**src/aod_defs.vh**
```
`ifndef AOD_DEFS_VH
`define AOD_DEFS_VH

// ----------------------------------------------------------------------------
// Widths
// ----------------------------------------------------------------------------
`define AOD_SAMPLE_W     12
`define AOD_MAG_W        11
`define AOD_CMP_W        8
`define AOD_CMP_LSB      3
`define AOD_SEL_W        3
`define AOD_CNT_W        11
`define AOD_NUM_CH       4
`define AOD_ADDR_W       4
`define AOD_DATA_W       32

// ----------------------------------------------------------------------------
// Magnitude limits
// ----------------------------------------------------------------------------
`define AOD_MAG_MAX      11'h7ff
`define AOD_SAMPLE_MIN   12'h800

// ----------------------------------------------------------------------------
// Pulse length base: 8 cycles shifted left by the select value
// ----------------------------------------------------------------------------
`define AOD_PULSE_BASE   11'h008

// ----------------------------------------------------------------------------
// Register offsets (byte addresses)
// ----------------------------------------------------------------------------
`define AOD_REG_CTRL     4'h0
`define AOD_REG_THRESH   4'h4
`define AOD_REG_STATUS   4'h8
`define AOD_REG_MASK     4'hc

// ----------------------------------------------------------------------------
// Control field positions
// ----------------------------------------------------------------------------
`define AOD_CTRL_EN_BIT  0
`define AOD_CTRL_SEL_LSB 4
`define AOD_CTRL_SEL_MSB 6

// ----------------------------------------------------------------------------
// Reset values
// ----------------------------------------------------------------------------
`define AOD_RST_THRESH   8'he4
`define AOD_RST_SEL      3'h0
`define AOD_RST_MASK     4'h0

`endif

```
**src/aod_overrange_detector.v**
```verilog
// Notes on behaviour
// - Samples are signed, -2048 to +2047
// - Samples taken on rising sampling clock edge
// - Compare upper 8 of 11-bit magnitude
// - Most negative sample saturates to 2047
// - One threshold shared by all channels
// - Disabled detector produces no flags
// - Flag set when magnitude bits reach threshold
// - One dedicated flag pin per channel
// - Hold flag 8 times 2^n cycles
`include "aod_defs.vh"
`default_nettype none

module aod_overrange_detector (
    input  wire                        core_clk_i,
    input  wire                        rst_i,
    input  wire [`AOD_SAMPLE_W-1:0]    sample_a_i,
    input  wire [`AOD_SAMPLE_W-1:0]    sample_b_i,
    input  wire [`AOD_SAMPLE_W-1:0]    sample_c_i,
    input  wire [`AOD_SAMPLE_W-1:0]    sample_d_i,
    input  wire [`AOD_ADDR_W-1:0]      reg_addr_i,
    input  wire [`AOD_DATA_W-1:0]      reg_wdata_i,
    input  wire                        reg_wr_i,
    input  wire                        reg_rd_i,
    output reg  [`AOD_DATA_W-1:0]      reg_rdata_o,
    output reg                         overrange_flag_a_o,
    output reg                         overrange_flag_b_o,
    output reg                         overrange_flag_c_o,
    output reg                         overrange_flag_d_o,
    output reg                         irq_o
);

    // ------------------------------------------------------------------------
    // Helpers
    // ------------------------------------------------------------------------

    // Magnitude of a two's-complement sample, saturating at the bottom code
    function [`AOD_MAG_W-1:0] aod_mag;
        input [`AOD_SAMPLE_W-1:0] s;
        reg   [`AOD_SAMPLE_W-1:0] neg;
        begin
            neg = ~s + {{(`AOD_SAMPLE_W-1){1'b0}}, 1'b1};
            if (s == `AOD_SAMPLE_MIN) begin
                aod_mag = `AOD_MAG_MAX;
            end else if (s[`AOD_SAMPLE_W-1]) begin
                aod_mag = neg[`AOD_MAG_W-1:0];
            end else begin
                aod_mag = s[`AOD_MAG_W-1:0];
            end
        end
    endfunction

    // Upper magnitude bits against the shared threshold
    function aod_over;
        input [`AOD_SAMPLE_W-1:0] s;
        input [`AOD_CMP_W-1:0]    th;
        reg   [`AOD_MAG_W-1:0]    m;
        begin
            m        = aod_mag(s);
            aod_over = (m[`AOD_MAG_W-1:`AOD_CMP_LSB] >= th);
        end
    endfunction

    // Count value minus one, used for reload and countdown
    function [`AOD_CNT_W-1:0] aod_dec;
        input [`AOD_CNT_W-1:0] v;
        begin
            aod_dec = v - {{(`AOD_CNT_W-1){1'b0}}, 1'b1};
        end
    endfunction

    // ------------------------------------------------------------------------
    // Registers
    // ------------------------------------------------------------------------
    reg                     overrange_enable;
    reg [`AOD_CMP_W-1:0]    overrange_threshold;
    reg [`AOD_SEL_W-1:0]    overrange_pulse_length_sel;
    reg [`AOD_NUM_CH-1:0]   irq_status;
    reg [`AOD_NUM_CH-1:0]   irq_mask;

    reg [`AOD_SAMPLE_W-1:0] smp [0:`AOD_NUM_CH-1];
    reg [`AOD_CNT_W-1:0]    hold_cnt [0:`AOD_NUM_CH-1];
    reg [`AOD_NUM_CH-1:0]   hit;
    reg [`AOD_NUM_CH-1:0]   flag;

    wire [`AOD_CNT_W-1:0]   pulse_len;
    wire                    wr_ctrl;
    wire                    wr_thresh;
    wire                    wr_status;
    wire                    wr_mask;
    wire                    irq_pending;
    integer                 ch_hit;
    integer                 ch_hold;

    assign pulse_len = `AOD_PULSE_BASE << overrange_pulse_length_sel;

    // ------------------------------------------------------------------------
    // Address decode
    // ------------------------------------------------------------------------

    // One write select per register
    assign wr_ctrl   = reg_wr_i && (reg_addr_i == `AOD_REG_CTRL);
    assign wr_thresh = reg_wr_i && (reg_addr_i == `AOD_REG_THRESH);
    assign wr_status = reg_wr_i && (reg_addr_i == `AOD_REG_STATUS);
    assign wr_mask   = reg_wr_i && (reg_addr_i == `AOD_REG_MASK);

    // Any status bit that software lets through
    assign irq_pending = |(irq_status & irq_mask);

    // ------------------------------------------------------------------------
    // Sample capture
    // ------------------------------------------------------------------------

    // Channel a sample, taken on the rising sampling edge
    always @(posedge core_clk_i) begin
        if (rst_i) begin
            smp[0] <= {`AOD_SAMPLE_W{1'b0}};
        end else begin
            smp[0] <= sample_a_i;
        end
    end

    // Channel b sample
    always @(posedge core_clk_i) begin
        if (rst_i) begin
            smp[1] <= {`AOD_SAMPLE_W{1'b0}};
        end else begin
            smp[1] <= sample_b_i;
        end
    end

    // Channel c sample
    always @(posedge core_clk_i) begin
        if (rst_i) begin
            smp[2] <= {`AOD_SAMPLE_W{1'b0}};
        end else begin
            smp[2] <= sample_c_i;
        end
    end

    // Channel d sample
    always @(posedge core_clk_i) begin
        if (rst_i) begin
            smp[3] <= {`AOD_SAMPLE_W{1'b0}};
        end else begin
            smp[3] <= sample_d_i;
        end
    end

    // ------------------------------------------------------------------------
    // Detection
    // ------------------------------------------------------------------------

    // Per-channel hit, gated by enable, same threshold for all
    always @* begin
        for (ch_hit = 0; ch_hit < `AOD_NUM_CH; ch_hit = ch_hit + 1) begin
            hit[ch_hit] = overrange_enable &&
                          aod_over(smp[ch_hit], overrange_threshold);
        end
    end

    // Hold counters: a hit reloads the full pulse length
    always @(posedge core_clk_i) begin
        if (rst_i) begin
            for (ch_hold = 0; ch_hold < `AOD_NUM_CH; ch_hold = ch_hold + 1) begin
                hold_cnt[ch_hold] <= {`AOD_CNT_W{1'b0}};
                flag[ch_hold]     <= 1'b0;
            end
        end else begin
            for (ch_hold = 0; ch_hold < `AOD_NUM_CH; ch_hold = ch_hold + 1) begin
                if (!overrange_enable) begin
                    hold_cnt[ch_hold] <= {`AOD_CNT_W{1'b0}};
                    flag[ch_hold]     <= 1'b0;
                end else if (hit[ch_hold]) begin
                    hold_cnt[ch_hold] <= aod_dec(pulse_len);
                    flag[ch_hold]     <= 1'b1;
                end else if (hold_cnt[ch_hold] != {`AOD_CNT_W{1'b0}}) begin
                    hold_cnt[ch_hold] <= aod_dec(hold_cnt[ch_hold]);
                    flag[ch_hold]     <= 1'b1;
                end else begin
                    flag[ch_hold]     <= 1'b0;
                end
            end
        end
    end

    // Flag pin for channel a
    always @(posedge core_clk_i) begin
        if (rst_i) begin
            overrange_flag_a_o <= 1'b0;
        end else begin
            overrange_flag_a_o <= flag[0];
        end
    end

    // Flag pin for channel b
    always @(posedge core_clk_i) begin
        if (rst_i) begin
            overrange_flag_b_o <= 1'b0;
        end else begin
            overrange_flag_b_o <= flag[1];
        end
    end

    // Flag pin for channel c
    always @(posedge core_clk_i) begin
        if (rst_i) begin
            overrange_flag_c_o <= 1'b0;
        end else begin
            overrange_flag_c_o <= flag[2];
        end
    end

    // Flag pin for channel d
    always @(posedge core_clk_i) begin
        if (rst_i) begin
            overrange_flag_d_o <= 1'b0;
        end else begin
            overrange_flag_d_o <= flag[3];
        end
    end

    // ------------------------------------------------------------------------
    // Register port
    // ------------------------------------------------------------------------

    // Control: enable and pulse length select
    always @(posedge core_clk_i) begin
        if (rst_i) begin
            overrange_enable           <= 1'b0;
            overrange_pulse_length_sel <= `AOD_RST_SEL;
        end else if (wr_ctrl) begin
            overrange_enable           <= reg_wdata_i[`AOD_CTRL_EN_BIT];
            overrange_pulse_length_sel <= reg_wdata_i[`AOD_CTRL_SEL_MSB:`AOD_CTRL_SEL_LSB];
        end
    end

    // Shared threshold for every channel
    always @(posedge core_clk_i) begin
        if (rst_i) begin
            overrange_threshold <= `AOD_RST_THRESH;
        end else if (wr_thresh) begin
            overrange_threshold <= reg_wdata_i[`AOD_CMP_W-1:0];
        end
    end

    // Interrupt mask, same layout as status
    always @(posedge core_clk_i) begin
        if (rst_i) begin
            irq_mask <= `AOD_RST_MASK;
        end else if (wr_mask) begin
            irq_mask <= reg_wdata_i[`AOD_NUM_CH-1:0];
        end
    end

    // Sticky status; a new event wins over a clear
    always @(posedge core_clk_i) begin
        if (rst_i) begin
            irq_status <= {`AOD_NUM_CH{1'b0}};
        end else if (wr_status) begin
            irq_status <= (irq_status & ~reg_wdata_i[`AOD_NUM_CH-1:0]) | hit;
        end else begin
            irq_status <= irq_status | hit;
        end
    end

    // Read data one cycle after the strobe, zero otherwise
    always @(posedge core_clk_i) begin
        if (rst_i) begin
            reg_rdata_o <= {`AOD_DATA_W{1'b0}};
        end else if (reg_rd_i) begin
            case (reg_addr_i)
                `AOD_REG_CTRL: begin
                    reg_rdata_o <= {{(`AOD_DATA_W-`AOD_CTRL_SEL_MSB-1){1'b0}},
                                    overrange_pulse_length_sel, 3'h0, overrange_enable};
                end
                `AOD_REG_THRESH: begin
                    reg_rdata_o <= {{(`AOD_DATA_W-`AOD_CMP_W){1'b0}}, overrange_threshold};
                end
                `AOD_REG_STATUS: begin
                    reg_rdata_o <= {{(`AOD_DATA_W-`AOD_NUM_CH){1'b0}}, irq_status};
                end
                `AOD_REG_MASK: begin
                    reg_rdata_o <= {{(`AOD_DATA_W-`AOD_NUM_CH){1'b0}}, irq_mask};
                end
                default: begin
                    reg_rdata_o <= {`AOD_DATA_W{1'b0}};
                end
            endcase
        end else begin
            reg_rdata_o <= {`AOD_DATA_W{1'b0}};
        end
    end

    // Interrupt level from unmasked status
    always @(posedge core_clk_i) begin
        if (rst_i) begin
            irq_o <= 1'b0;
        end else begin
            irq_o <= irq_pending;
        end
    end

endmodule

`default_nettype wire

```
**config.mk**
```make
export PLATFORM = sky130hd
export DESIGN_NAME = aod_overrange_detector
export DESIGN_NICKNAME = d
export VERILOG_FILES = /design/src/aod_overrange_detector.v
export VERILOG_INCLUDE_DIRS = /design/src
export SDC_FILE = /design/constraint.sdc
export NUM_CORES = 1
export LEC_CHECK = 0
export BUFFER_PORTS_ARGS = -buffer_cell sky130_fd_sc_hd__clkbuf_2
export CAP_MARGIN = 5
export CORE_UTILIZATION = 35
export DETAILED_ROUTE_END_ITERATION = 12
export GPL_TIMING_DRIVEN = 1
export HOLD_SLACK_MARGIN = 0.08
export MAX_ROUTING_LAYER = met4
export PLACE_DENSITY = 0.63
export SLEW_MARGIN = 20
export SYNTH_ARGS = -nofsm -noshare
export SYNTH_HDL_FRONTEND = slang
export SYNTH_SLANG_ARGS = --single-unit
```
**constraint.sdc**
```tcl
create_clock -name core_clk_i -period 5 [get_ports core_clk_i]
set_clock_uncertainty 0.2 [all_clocks]
set_input_delay 0 -clock core_clk_i [delete_from_list [all_inputs] [get_ports core_clk_i]]
set_output_delay 0 -clock core_clk_i [all_outputs]
set_load 0.01 [all_outputs]
```
# Word level (Yosys, flattened, before mapping)
# Memory sizes are Yosys's and may differ from the RTL's.
# Index checks and enable logic that the tools add are counted.
[totals] input_bits=88 rom_bits=0 n_memories=2 latch_bits=0 reg_bits=61 ramBits=92 elab_cells=150
[mem_list] memory="smp" depth=4 word_bits=12 rd=4 rd_clocked_by_memory_dff=0 write_ports=4 line_no="aod_overrange_detector.v:81" source="reg [`AOD_SAMPLE_W-1:0] smp [0:`AOD_NUM_CH-1];"
[mem_list] memory="hold_cnt" depth=4 word_bits=11 rd=4 rd_clocked_by_memory_dff=0 write_ports=4 line_no="aod_overrange_detector.v:82" source="reg [`AOD_CNT_W-1:0] hold_cnt [0:`AOD_NUM_CH-1];"
[classes] n_reduce_logical=16 bitwise=27 n_mul=0 shift=1 n_mux=72 add_sub_neg=9 eq_ne=7 div_mod_pow=0 order_cmp=4
[ops] cell="11-bit 2-to-1 mux" count=20
[ops] cell="11-bit by 1-bit subtractor with 11-bit output, second input constant" count=5
[ops] cell="12-bit equality test, second input constant" count=4
[ops] cell="12-bit 2-to-1 mux" count=4
[ops] cell="1-bit 2-to-1 mux" count=46
[ops] cell="11-bit by 1-bit adder with 11-bit output, second input constant" count=4
[ops] cell="11-bit inverter" count=4
[ops] cell="11-bit nonzero test" count=4
[ops] cell="8-bit greater-or-equal comparator" count=4
[ops] cell="8-bit case mux with 4 select lines" count=1
[ops] cell="1-bit OR" count=16
[ops] cell="4-bit by 3-bit left shift with 11-bit output, first input constant" count=1
[ops] cell="4-bit bitwise AND" count=2
[ops] cell="4-bit equality test, second input constant" count=2
[ops] cell="1-bit logical AND" count=8
[ops] cell="4-bit OR" count=2
[ops] cell="4-bit by 3-bit equality test with 1-bit output, second input constant" count=1
[ops] cell="4-bit zero test" count=1
[ops] cell="4-bit 2-to-1 mux" count=1
[ops] cell="4-bit inverter" count=1
[ops] cell="2-bit OR reduction" count=2
[ops] cell="4-bit OR reduction" count=1
[ops] cell="1-bit inverter" count=2

# Longest topological paths before layout
# Gate-level depths: netlist of run 1.
# An unclocked memory read counts as a cell.
[logic_depth] depth_word=13 ltp_mapped=13

# Worst setup path before layout of run 1
# Ideal clock, no wire load.
[synth_path] kind="flip-flop to flip-flop" startpoint="memory smp[3][2] (netlist name)" endpoint="memory hold_cnt[3][0] (netlist name) (enable)" setup_ns=0.364 setup_slack_ns=1.227 t_required_ns=4.436 stages_incl_launch_ff=12 synth_period_minus_slack_ns=3.773 arrival_ns=3.209 cell_sequence="dfxtp_1 or4_1 or3_1 nor2_1 nand3_1 nand2_1 ha_1 a211oi_1 o21ai_0 a211oi_1 clkbuf_1 nand3_1"
[synth_lines] item="start: declaration" line_no="aod_overrange_detector.v:81"
[synth_lines] item="end: declaration" line_no="aod_overrange_detector.v:82"

==> flow_summary_export.csv, run 1 <==
group,metric,value,unit
detailed_routing,routed_via_density,4.83,
cts,cts_setup_buffers,0,
detailed_routing,wl_per_cell,13.3,um
place,dp_cells,1056,
cts,cts_buffers,17,
critical_path,criticalPathCategory,"reg -> reg",
power_and_ir_drop,swShare,24.0,%
final_layout,layout-drive-gt1-share,14.7,%
sta,tightest_slew,0.968,ns
cts,worstSkewPairLatency,0.42,ns
die,die_width,143,um
global_route,met2_usage,27.8,%
cts,clk_pin_slew,0.05,ns
critical_path,cp-startpoint,"smp[0][2]$_SDFF_PP0_",
detailed_routing,dr.pass1.iters,4,
synth,synthTopCellsByArea,"dfxtp_1 (24%), edfxtp_1 (19%), ha_1 (6.4%)",
power_and_ir_drop,combPwrFrac,11.5,%
global_route,grt_pass1_wl,25700,um
final_layout,antennaDiodeCount,0,
run,drv_cap,0,
sta,hold_violations,0,
synth,synth-edff-count,44,
cts,htree_num_levels,4,
place,port_buffers,76,
die,fp.dieH,143,um
final_layout,stdcell_area,8850,um2
sta,rsz0062_at_grt,"false",
final_layout,syn_to_final_growth,26.7,%
cts,cts.root.buffer_cell,"clkbuf_16",
final_layout,final_util,45.3,%
synth,synth_top_cell_by_area,"dfxtp_1",
sta,slew-limit-headroom,35.2,%
power_and_ir_drop,p_leak,3.85,nW
outcome,outcome,"complete, no violations",
critical_path,start_kind,"flip-flop",
final_layout,layout.nets,1010,
synth,ys_ff_latch,129,
global_route,overflow,0,
synth,yosys_most_used_dff,"dfxtp_1",
power_and_ir_drop,intPower,0.00192,W
die,rows,51,
critical_path,ff2ff_setup_slack,0.92,ns
min_path,worstHoldStart,"sample_c_i[0]",
critical_path,required,4.91,ns
critical_path,critPathCaptureType,"flip-flop",
synth,async_flop_share,0,%
sta,whs,0.129,ns
global_route,grt_most_used_layer,"met2",
die,io_pins,125,
global_route,grt_pass1_vias,5414,
sta,tns,0,ns
min_path,hp-class,"in -> reg",
critical_path,crit_arrival,3.99,ns
power_and_ir_drop,seq_power_share,44.7,%
detailed_routing,drt_iter0_drc,237,
global_route,grt_use_total,16.7,%
die,start_util,35.8,%
power_and_ir_drop,power_frac_clock,43.8,%
synth,synth_area_per_cell,9.49,um2
critical_path,reg2reg_from,"smp[0][2]$_SDFF_PP0_",
global_route,use_met1,19.6,%
global_route,grtUsageMet3,3.22,%
place,place_area,7560,um2
sta,setup_violations,0,
power_and_ir_drop,p_sw,0.000608,W
synth,netlist_area,6980,um2
critical_path,cp_max_fo,14,
detailed_routing,finalWirelength,15500,um
power_and_ir_drop,power_density,286,nW/um2
synth,synth_top_area_share,24.4,%
synth,syn_inst,736,
global_route,grt_max_degree,63,
synth,yosysUniqueCellTypes,63,
die,core_area,19500,um2
detailed_routing,ant_nets,0,
cts,clkSinkCount,129,
synth,seq_area_frac_synth,43.3,%
sta,slew_viol_final,0,
detailed_routing,drc,0,
synth,yosysWarnings,0,
sta,finalCritPeriodShare,81.6,%
sta,min_period,4.08,ns
power_and_ir_drop,vdd_ir_drop_max,0.000172,V
place,gp_congestion,0.812,
cts,clk_path_buf_depth,2,
global_route,antenna_found_initial,0,
die,dieArea,20500,um2
sta,fmax,245,MHz
critical_path,reg2regPathDepth,11,
place,hpwl,10500,um
detailed_routing,vias,5625,
min_path,worstHoldPathCells,3,
final_layout,instances_no_fill,1164,
cts,cts_tree,"built",
-- layout make-up --
class / count / area [um2]
fillers: 1865 / 10700
multi-input cells: 557 / 3690
flip-flops and latches: 129 / 3020
repair buffers: 159 / 1190
clock buffers: 22 / 475
well taps: 265 / 332
inverters: 22 / 82.6
clock inverters: 10 / 55.1
-- kinds of logic after synthesis --
group                      count (synthesis)  synth area share (%)
xor gates and xnor gates                  38                  4.77
other                                      1                0.0537
buffers and inverters                     73                  5.28
muxes                                     34                  5.07
adders and majority gates                 36                  6.45
and+or+nand+nor                          291                  22.1
DFF                                      129                  43.3
AOI/OAI and AO/OA                        134                  13.0
-- Yosys cell counts (all sizes together), types with 8 or more instances --
cell type and instances:
dfxtp 85, nand2 73, nor2 64, nor2b 60
edfxtp 44, ha 36, mux2i 32, buf 29
o21ai 27, xnor2 23, clkbuf 22, inv 22
a21oi 19, xor2 15, nor3 14, nor4 14
nand3 13, a31oi 11, o22ai 11, o31ai 11
or4 9, or3 8
-- layer usage --
metal,vias up,wire [um]
li1,2905,-
met1,2568,7100
met2,119,7540
met3,33,473
met4,0,388
met5,-,0
-- critical path: stages (launching register included) --
cell and delay (ns):
dfxtp_1 0.30, or4_1 0.62, nor3b_1 0.39, nand3_1 0.21, nand2_1 0.11, ha_1 0.24, nor2b_1 0.14, o211a_1 0.19
a211oi_1 0.24, o21ai_1 0.11, buf_4 0.21, or4b_2 0.82
-- placed cells by master (no fill, tap or decap), types with 13 or more instances in the layout --
cell type / count
xnor2_1: 23
a21oi_1: 19
nand3_1: 13
nor3_1: 13
dfxtp_1: 85
mux2i_1: 32
conb_1: 24
o21ai_0: 26
inv_1: 22
xor2_1: 15
nor2_1: 64
nor2b_1: 60
clkbuf_16: 18
edfxtp_1: 44
ha_1: 36
dlygate4sd3_1: 76
clkbuf_2: 76
nand2_1: 73
-- final timing paths --
path / end
max: hold_cnt[0][2]$_SDFFCE_PN0P_
max reg2reg: hold_cnt[0][2]$_SDFFCE_PN0P_
min reg2reg: overrange_flag_a_o$_SDFF_PP0_
min: smp[2][0]$_SDFF_PP0_
-- through the flow --
step | total power (W) | setup slack [ns]
6_report | 0.00253 | 0.922
3_3_place_gp | 0.00139 | 0.960
4_1_cts | 0.00256 | 0.900
5_1_grt | 0.00265 | 0.708
3_5_place_dp | 0.00140 | 0.905
2_1_floorplan | 0.00134 | 1.23
-- state kept, by name, indices dropped and copies added, names as in the netlist, 3 cells and up --
signal and count:
smp 48, hold_cnt 44, aod_over.th 8, reg_rdata_o 8, flag 4, irq_mask 4
irq_status 4, overrange_pulse_length_sel 3
-- power by group through the flow --
stage / combinational, W / clock, W / sequential, W
finish: 0.000290 / 0.00111 / 0.00113
global route: 0.000327 / 0.00119 / 0.00114
CTS: 0.000288 / 0.00114 / 0.00113
detailed placement: 0.000241 / 0 / 0.00115
global placement: 0.000237 / 0 / 0.00115
floorplan: 0.000195 / 0 / 0.00114
-- timing repair --
| item | CTS | global route |
|---|---|---|
| resized for setup | 0 | 0 |
| endpoints found under the hold margin | 76 | 0 |
| hold buffers | 76 | 0 |
No activity file was read; power rests on OpenSTA's default activity.
==> inputs of run 2 (changes only) <==
Settings changed: PLACE_DENSITY 0.63 to 0.65.
Clock period 5 ns to 3.5 ns, I/O delays scaled along.
==> flow_summary_export.csv, run 2 (synthesis results as in run 1) <==
group,metric,value,unit
cts,clk_path_buf_depth,2,
sta,slew-limit-headroom,41.9,%
final_layout,syn_to_final_growth,32.4,%
sta,finalCritPeriodShare,99.2,%
global_route,grt_most_used_layer,"met2",
die,io_pins,125,
sta,whs,0.121,ns
final_layout,antennaDiodeCount,0,
global_route,grt_max_degree,53,
cts,cts_buffers,17,
global_route,met2_usage,29.9,%
critical_path,start_kind,"flip-flop",
final_layout,final_common_cell,"dfxtp_1",
critical_path,cp_max_fo,6,
cts,htree_num_levels,4,
final_layout,regMostFlops,"smp",
critical_path,required,3.49,ns
detailed_routing,drc,0,
outcome,outcome,"complete, no violations",
sta,rsz0062_at_grt,"true",
power_and_ir_drop,vdd_ir_drop_max,0.000446,V
cts,worstSkewPairLatency,0.43,ns
global_route,grt_pass1_vias,5699,
final_layout,instances_no_fill,1190,
final_layout,reg_top3,"smp (48), hold_cnt (44)",
place,hpwl,11200,um
place,place_area,7740,um2
die,rows,51,
power_and_ir_drop,power_density,409,nW/um2
detailed_routing,vias,5906,
critical_path,reg2regPathDepth,12,
sta,slew_viol_final,0,
sta,tightest_slew,0.865,ns
cts,clk_pin_slew,0.07,ns
die,core_area,19500,um2
critical_path,r2r-end,"hold_cnt[2][0]$_SDFFCE_PN0P_",
final_layout,layout.nets,1036,
final_layout,layout-drive-gt1-share,20.2,%
cts,clkSinkCount,129,
global_route,grt_pass1_wl,27300,um
critical_path,ff2ff_setup_slack,0.03,ns
critical_path,reg2reg_from,"smp[2][0]$_SDFF_PP0_",
detailed_routing,finalWirelength,17100,um
run,drv_cap,0,
detailed_routing,routed_via_density,4.96,
critical_path,criticalPathCategory,"reg -> reg",
global_route,grtUsageMet3,4.06,%
die,dieArea,20500,um2
global_route,use_met1,20.8,%
die,fp.dieH,143,um
sta,fmax,288,MHz
detailed_routing,dr.pass1.iters,5,
detailed_routing,wl_per_cell,14.3,um
final_layout,layout_common_cells,"dfxtp_1 (83), dlygate4sd3_1 (76), clkbuf_2 (76)",
min_path,worstHoldStart,"sample_c_i[11]",
critical_path,crit_arrival,3.46,ns
place,port_buffers,76,
sta,setup_violations,0,
final_layout,fillers,1840,
place,dp_cells,1077,
detailed_routing,ant_nets,0,
sta,fin_ws,0.0282,ns
critical_path,endpoint,"hold_cnt[2][0]$_SDFFCE_PN0P_",
die,start_util,35.8,%
final_layout,largest_reg_flops,48,
power_and_ir_drop,p_leak,4.01,nW
die,die_width,143,um
critical_path,cp-startpoint,"smp[2][0]$_SDFF_PP0_",
min_path,hp-class,"in -> reg",
critical_path,critPathCaptureType,"flip-flop",
cts,cts.root.buffer_cell,"clkbuf_16",
sta,min_period,3.47,ns
global_route,antenna_found_initial,0,
sta,hold_violations,0,
cts,cts_tree,"built",
global_route,overflow,0,
detailed_routing,drt_iter0_drc,299,
place,gp_congestion,0.800,
final_layout,stdcell_area,9240,um2
final_layout,final_util,47.3,%
global_route,grt_use_total,17.8,%
place,place_ws,-0.0975,ns
## run 2: cell types whose count changed in the layout (fill, tap and decap cells not counted), sizes merged
cell,before,now
inv,26,30
clkbuf,98,94
clkinvlp,0,1
buf,7,32
clkinv,6,5
or4b,3,4
## run 2: metal layers
layer,routed length (um),part of all wire (%)
met1,7510,44
met2,8480,50
met3,720,4.2
met4,363,2.1
met5,0,0
## run 2: final cells by class
class,instances,area (um2),area share (%)
Clock buffer,18,439,4.75
Clock inverter,14,120,1.30
Inverter,22,82.6,0.893
Multi-Input combinational cell,558,3860,41.7
Sequential cell,129,3030,32.7
Tap cell,265,332,3.59
Timing Repair Buffer,184,1390,15.0
## run 2: worst min path at each step
stage,end,slack (ns),cells after the start
after detailed placement,smp[3][4]$_SDFF_PP0_,0.01,2
after global routing,smp[1][1]$_SDFF_PP0_,0.12,3
after global placement,smp[1][2]$_SDFF_PP0_,0.01,2
after floorplan,aod_over.th[2]$_SDFFE_PP1P_,-0.08,1
after CTS,smp[3][4]$_SDFF_PP0_,0.11,3
final,smp[2][11]$_SDFF_PP0_,0.12,3
## run 2: critical path: stages (launching register included)
cell	delay, ns
dfxtp_2	0.32
or4_4	0.57
or2_4	0.26
nand2_2	0.08
xor2_1	0.17
nand2_1	0.11
ha_4	0.23
and3_4	0.16
o21ai_2	0.13
a31oi_1	0.10
or3_1	0.37
or3_4	0.36
buf_6	0.15
## run 2: per-stage QoR
step | total power, W | TNS [ns]
global route | 0.00393 | -0.817
finish | 0.00378 | 0
floorplan | 0.00192 | 0
detailed placement | 0.00201 | -1.34
CTS | 0.00377 | 0
global placement | 0.00201 | -0.298
## run 2: repair_timing
item / in CTS / in global routing
pin swaps: 3 / 12
buffers inserted: 1 / 3
resized for setup: 13 / 23
gates cloned: 1 / 0
endpoints found under the setup margin: 50 / 73
hold buffers: 76 / 0
endpoints found under the hold margin: 81 / 0
## run 2: where the power goes
| part | total (W) | internal (W) | switching, W |
|---|---|---|---|
| combinational | 0.000473 | 0.000243 | 0.000229 |
| clock | 0.00169 | 0.000947 | 0.000738 |
| sequential | 0.00162 | 0.00158 | 0.0000405 |
==> inputs of run 3 (changes only) <==
Settings changed: PLACE_DENSITY 0.65 to not set.
Clock period 3.5 ns to 3 ns, I/O delays scaled along.
==> flow_summary_export.csv, run 3 (synthesis results as in run 1) <==
group,metric,value,unit
place,port_buffers,76,
critical_path,start_kind,"flip-flop",
cts,cts_tree,"built",
min_path,worstHoldPathCells,3,
sta,hold_violations,0,
die,io_pins,125,
detailed_routing,finalWirelength,17600,um
die,rows,51,
critical_path,critPathMaxStageDelay,0.57,ns
sta,slew-limit-headroom,27.5,%
sta,min_period,3.45,ns
power_and_ir_drop,seq_power_share,42.4,%
critical_path,ff2ff_setup_slack,-0.45,ns
detailed_routing,dr.pass1.iters,4,
detailed_routing,wl_per_cell,14.1,um
sta,fmax,290,MHz
sta,fin_ws,-0.449,ns
power_and_ir_drop,combPwrFrac,15.8,%
critical_path,r2r-end,"hold_cnt[2][5]$_SDFFCE_PN0P_",
global_route,use_met1,20.3,%
critical_path,criticalPathCategory,"reg -> reg",
cts,cts_buffers,17,
power_and_ir_drop,swShare,24.5,%
cts,clkSinkCount,129,
die,core_area,19500,um2
critical_path,reg2regPathDepth,9,
final_layout,reg_top3,"smp (48), hold_cnt (44)",
global_route,grtUsageMet3,3.05,%
final_layout,stdcell_area,10200,um2
critical_path,cp_max_fo,6,
sta,finalCritPeriodShare,115,%
critical_path,required,2.95,ns
power_and_ir_drop,p_sw,0.00108,W
global_route,grt_max_degree,50,
final_layout,antennaDiodeCount,0,
outcome,violations,"setup timing",
detailed_routing,ant_nets,0,
min_path,min_to,"smp[3][8]$_SDFF_PP0_",
sta,slew_viol_final,0,
place,hpwl,11400,um
critical_path,critical_path.most_common_cell,"or3_4",
final_layout,regMostFlops,"smp",
detailed_routing,routed_via_density,4.86,
final_layout,largest_reg_flops,48,
global_route,met2_usage,30.8,%
global_route,grt_use_total,17.9,%
power_and_ir_drop,intPower,0.00335,W
sta,setup_violations,78,
final_layout,layout.nets,1096,
outcome,outcome,"finished with violations",
final_layout,layout_common_cells,"dlygate4sd3_1 (81), dfxtp_1 (79), clkbuf_2 (76)",
global_route,grt_pass1_vias,5858,
die,die_width,143,um
critical_path,cp_slowest_cell,"or4_4",
final_layout,multi_input_area,4280,um2
final_layout,final_common_cell,"dlygate4sd3_1",
final_layout,layout-drive-gt1-share,29.6,%
min_path,worstHoldStart,"sample_d_i[8]",
detailed_routing,vias,6071,
sta,tightest_slew,1.08,ns
cts,cts.root.buffer_cell,"clkbuf_16",
critical_path,critPathCaptureType,"flip-flop",
power_and_ir_drop,power_density,435,nW/um2
critical_path,crit_arrival,3.40,ns
final_layout,ff_latch_area,3030,um2
run,drv_cap,0,
place,gp_congestion,0.864,
power_and_ir_drop,power_frac_clock,41.8,%
global_route,grt_pass1_wl,27500,um
final_layout,fillers,1773,
cts,htree_num_levels,4,
critical_path,cp-startpoint,"smp[2][0]$_SDFF_PP0_",
global_route,antenna_found_initial,0,
power_and_ir_drop,power,0.00443,W
global_route,overflow,0,
power_and_ir_drop,vdd_ir_drop_max,0.000372,V
critical_path,crit_chain,"or4_4, or2_4, o311a_1, a311oi_2, ha_1, o21ai_1, nor2_1, or3_4, or3_4",
final_layout,syn_to_final_growth,45.7,%
place,place_area,8110,um2
sta,tns,-20.07,ns
detailed_routing,drt_iter0_drc,290,
detailed_routing,drc,0,
cts,worstSkewPairLatency,0.42,ns
die,fp.dieH,143,um
cts,clk_path_buf_depth,2,
cts,clk_pin_slew,0.05,ns
power_and_ir_drop,p_leak,4.42,nW
min_path,hp-class,"in -> reg",
sta,rsz0062_at_grt,"true",
global_route,grt_most_used_layer,"met2",
die,start_util,35.8,%
die,dieArea,20500,um2
critical_path,reg2reg_from,"smp[2][0]$_SDFF_PP0_",
-- run 3: stage by stage --
stage | hold WS (ns) | cells | setup slack [ns] | util, %
after floorplan | -0.0822 | 759 | -0.356 | -
after global placement | 0.00564 | 1115 | -0.422 | 41.5
after detailed placement | 0.0107 | 1115 | -0.504 | 41.5
after CTS | 0.120 | 1241 | -0.481 | 50.5
after global routing | 0.131 | 1248 | -0.539 | 52.1
final | 0.129 | 1248 | -0.449 | 52.1
-- run 3: worst max-delay path by stage --
| stage | endpoint | slack [ns] | cells after the start |
|---|---|---|---|
| detailed placement | hold_cnt[0][8]$_SDFFCE_PN0P_ | -0.50 | 10 |
| global placement | hold_cnt[0][8]$_SDFFCE_PN0P_ | -0.42 | 10 |
| floorplan | hold_cnt[0][0]$_SDFFCE_PN0P_ | -0.36 | 11 |
| CTS | hold_cnt[0][10]$_SDFFCE_PN0P_ | -0.48 | 11 |
| finish | hold_cnt[2][5]$_SDFFCE_PN0P_ | -0.45 | 9 |
| global route | hold_cnt[0][10]$_SDFFCE_PN0P_ | -0.54 | 11 |
-- run 3: layout make-up --
class / count / share of cell area [%]
Timing Repair Buffer: 241 / 18.9
Inverter: 22 / 0.812
Clock buffer: 24 / 4.83
Tap cell: 265 / 3.26
Sequential cell: 129 / 29.8
Multi-Input combinational cell: 561 / 42.1
Clock inverter: 6 / 0.332
-- run 3: routing by layer --
metal,vias up,routed length [um]
li1,3091,-
met1,2811,7460
met2,134,8940
met3,35,672
met4,0,480
met5,-,0
-- run 3: worst max-delay path: cells and delay by family, from the launching register on --
family	cells	cell delay [ns]
AO/OA/AOI/OAI	3	0.65
AND/OR/NAND/NOR	5	1.73
adder cells (fa/ha/maj)	1	0.29
flip-flops	1	0.32
-- run 3: repair_timing --
action / 4_1_cts / 5_1_grt
endpoints found under the setup margin: 96 / 94
setup buffers: 10 / 6
pin swaps: 14 / 28
resized for setup: 60 / 55
hold buffers: 81 / 0
hold endpoints to repair: 78 / 0
gates cloned: 5 / 1
-- run 3: power groups by stage --
stage / registers (W) / clock network (W) / logic, W
after floorplan: 0.00191 / 0 / 0.000344
after detailed placement: 0.00191 / 0 / 0.000499
after CTS: 0.00188 / 0.00188 / 0.000645
after global routing: 0.00189 / 0.00194 / 0.000768
after global placement: 0.00191 / 0 / 0.000494
final: 0.00188 / 0.00185 / 0.000699
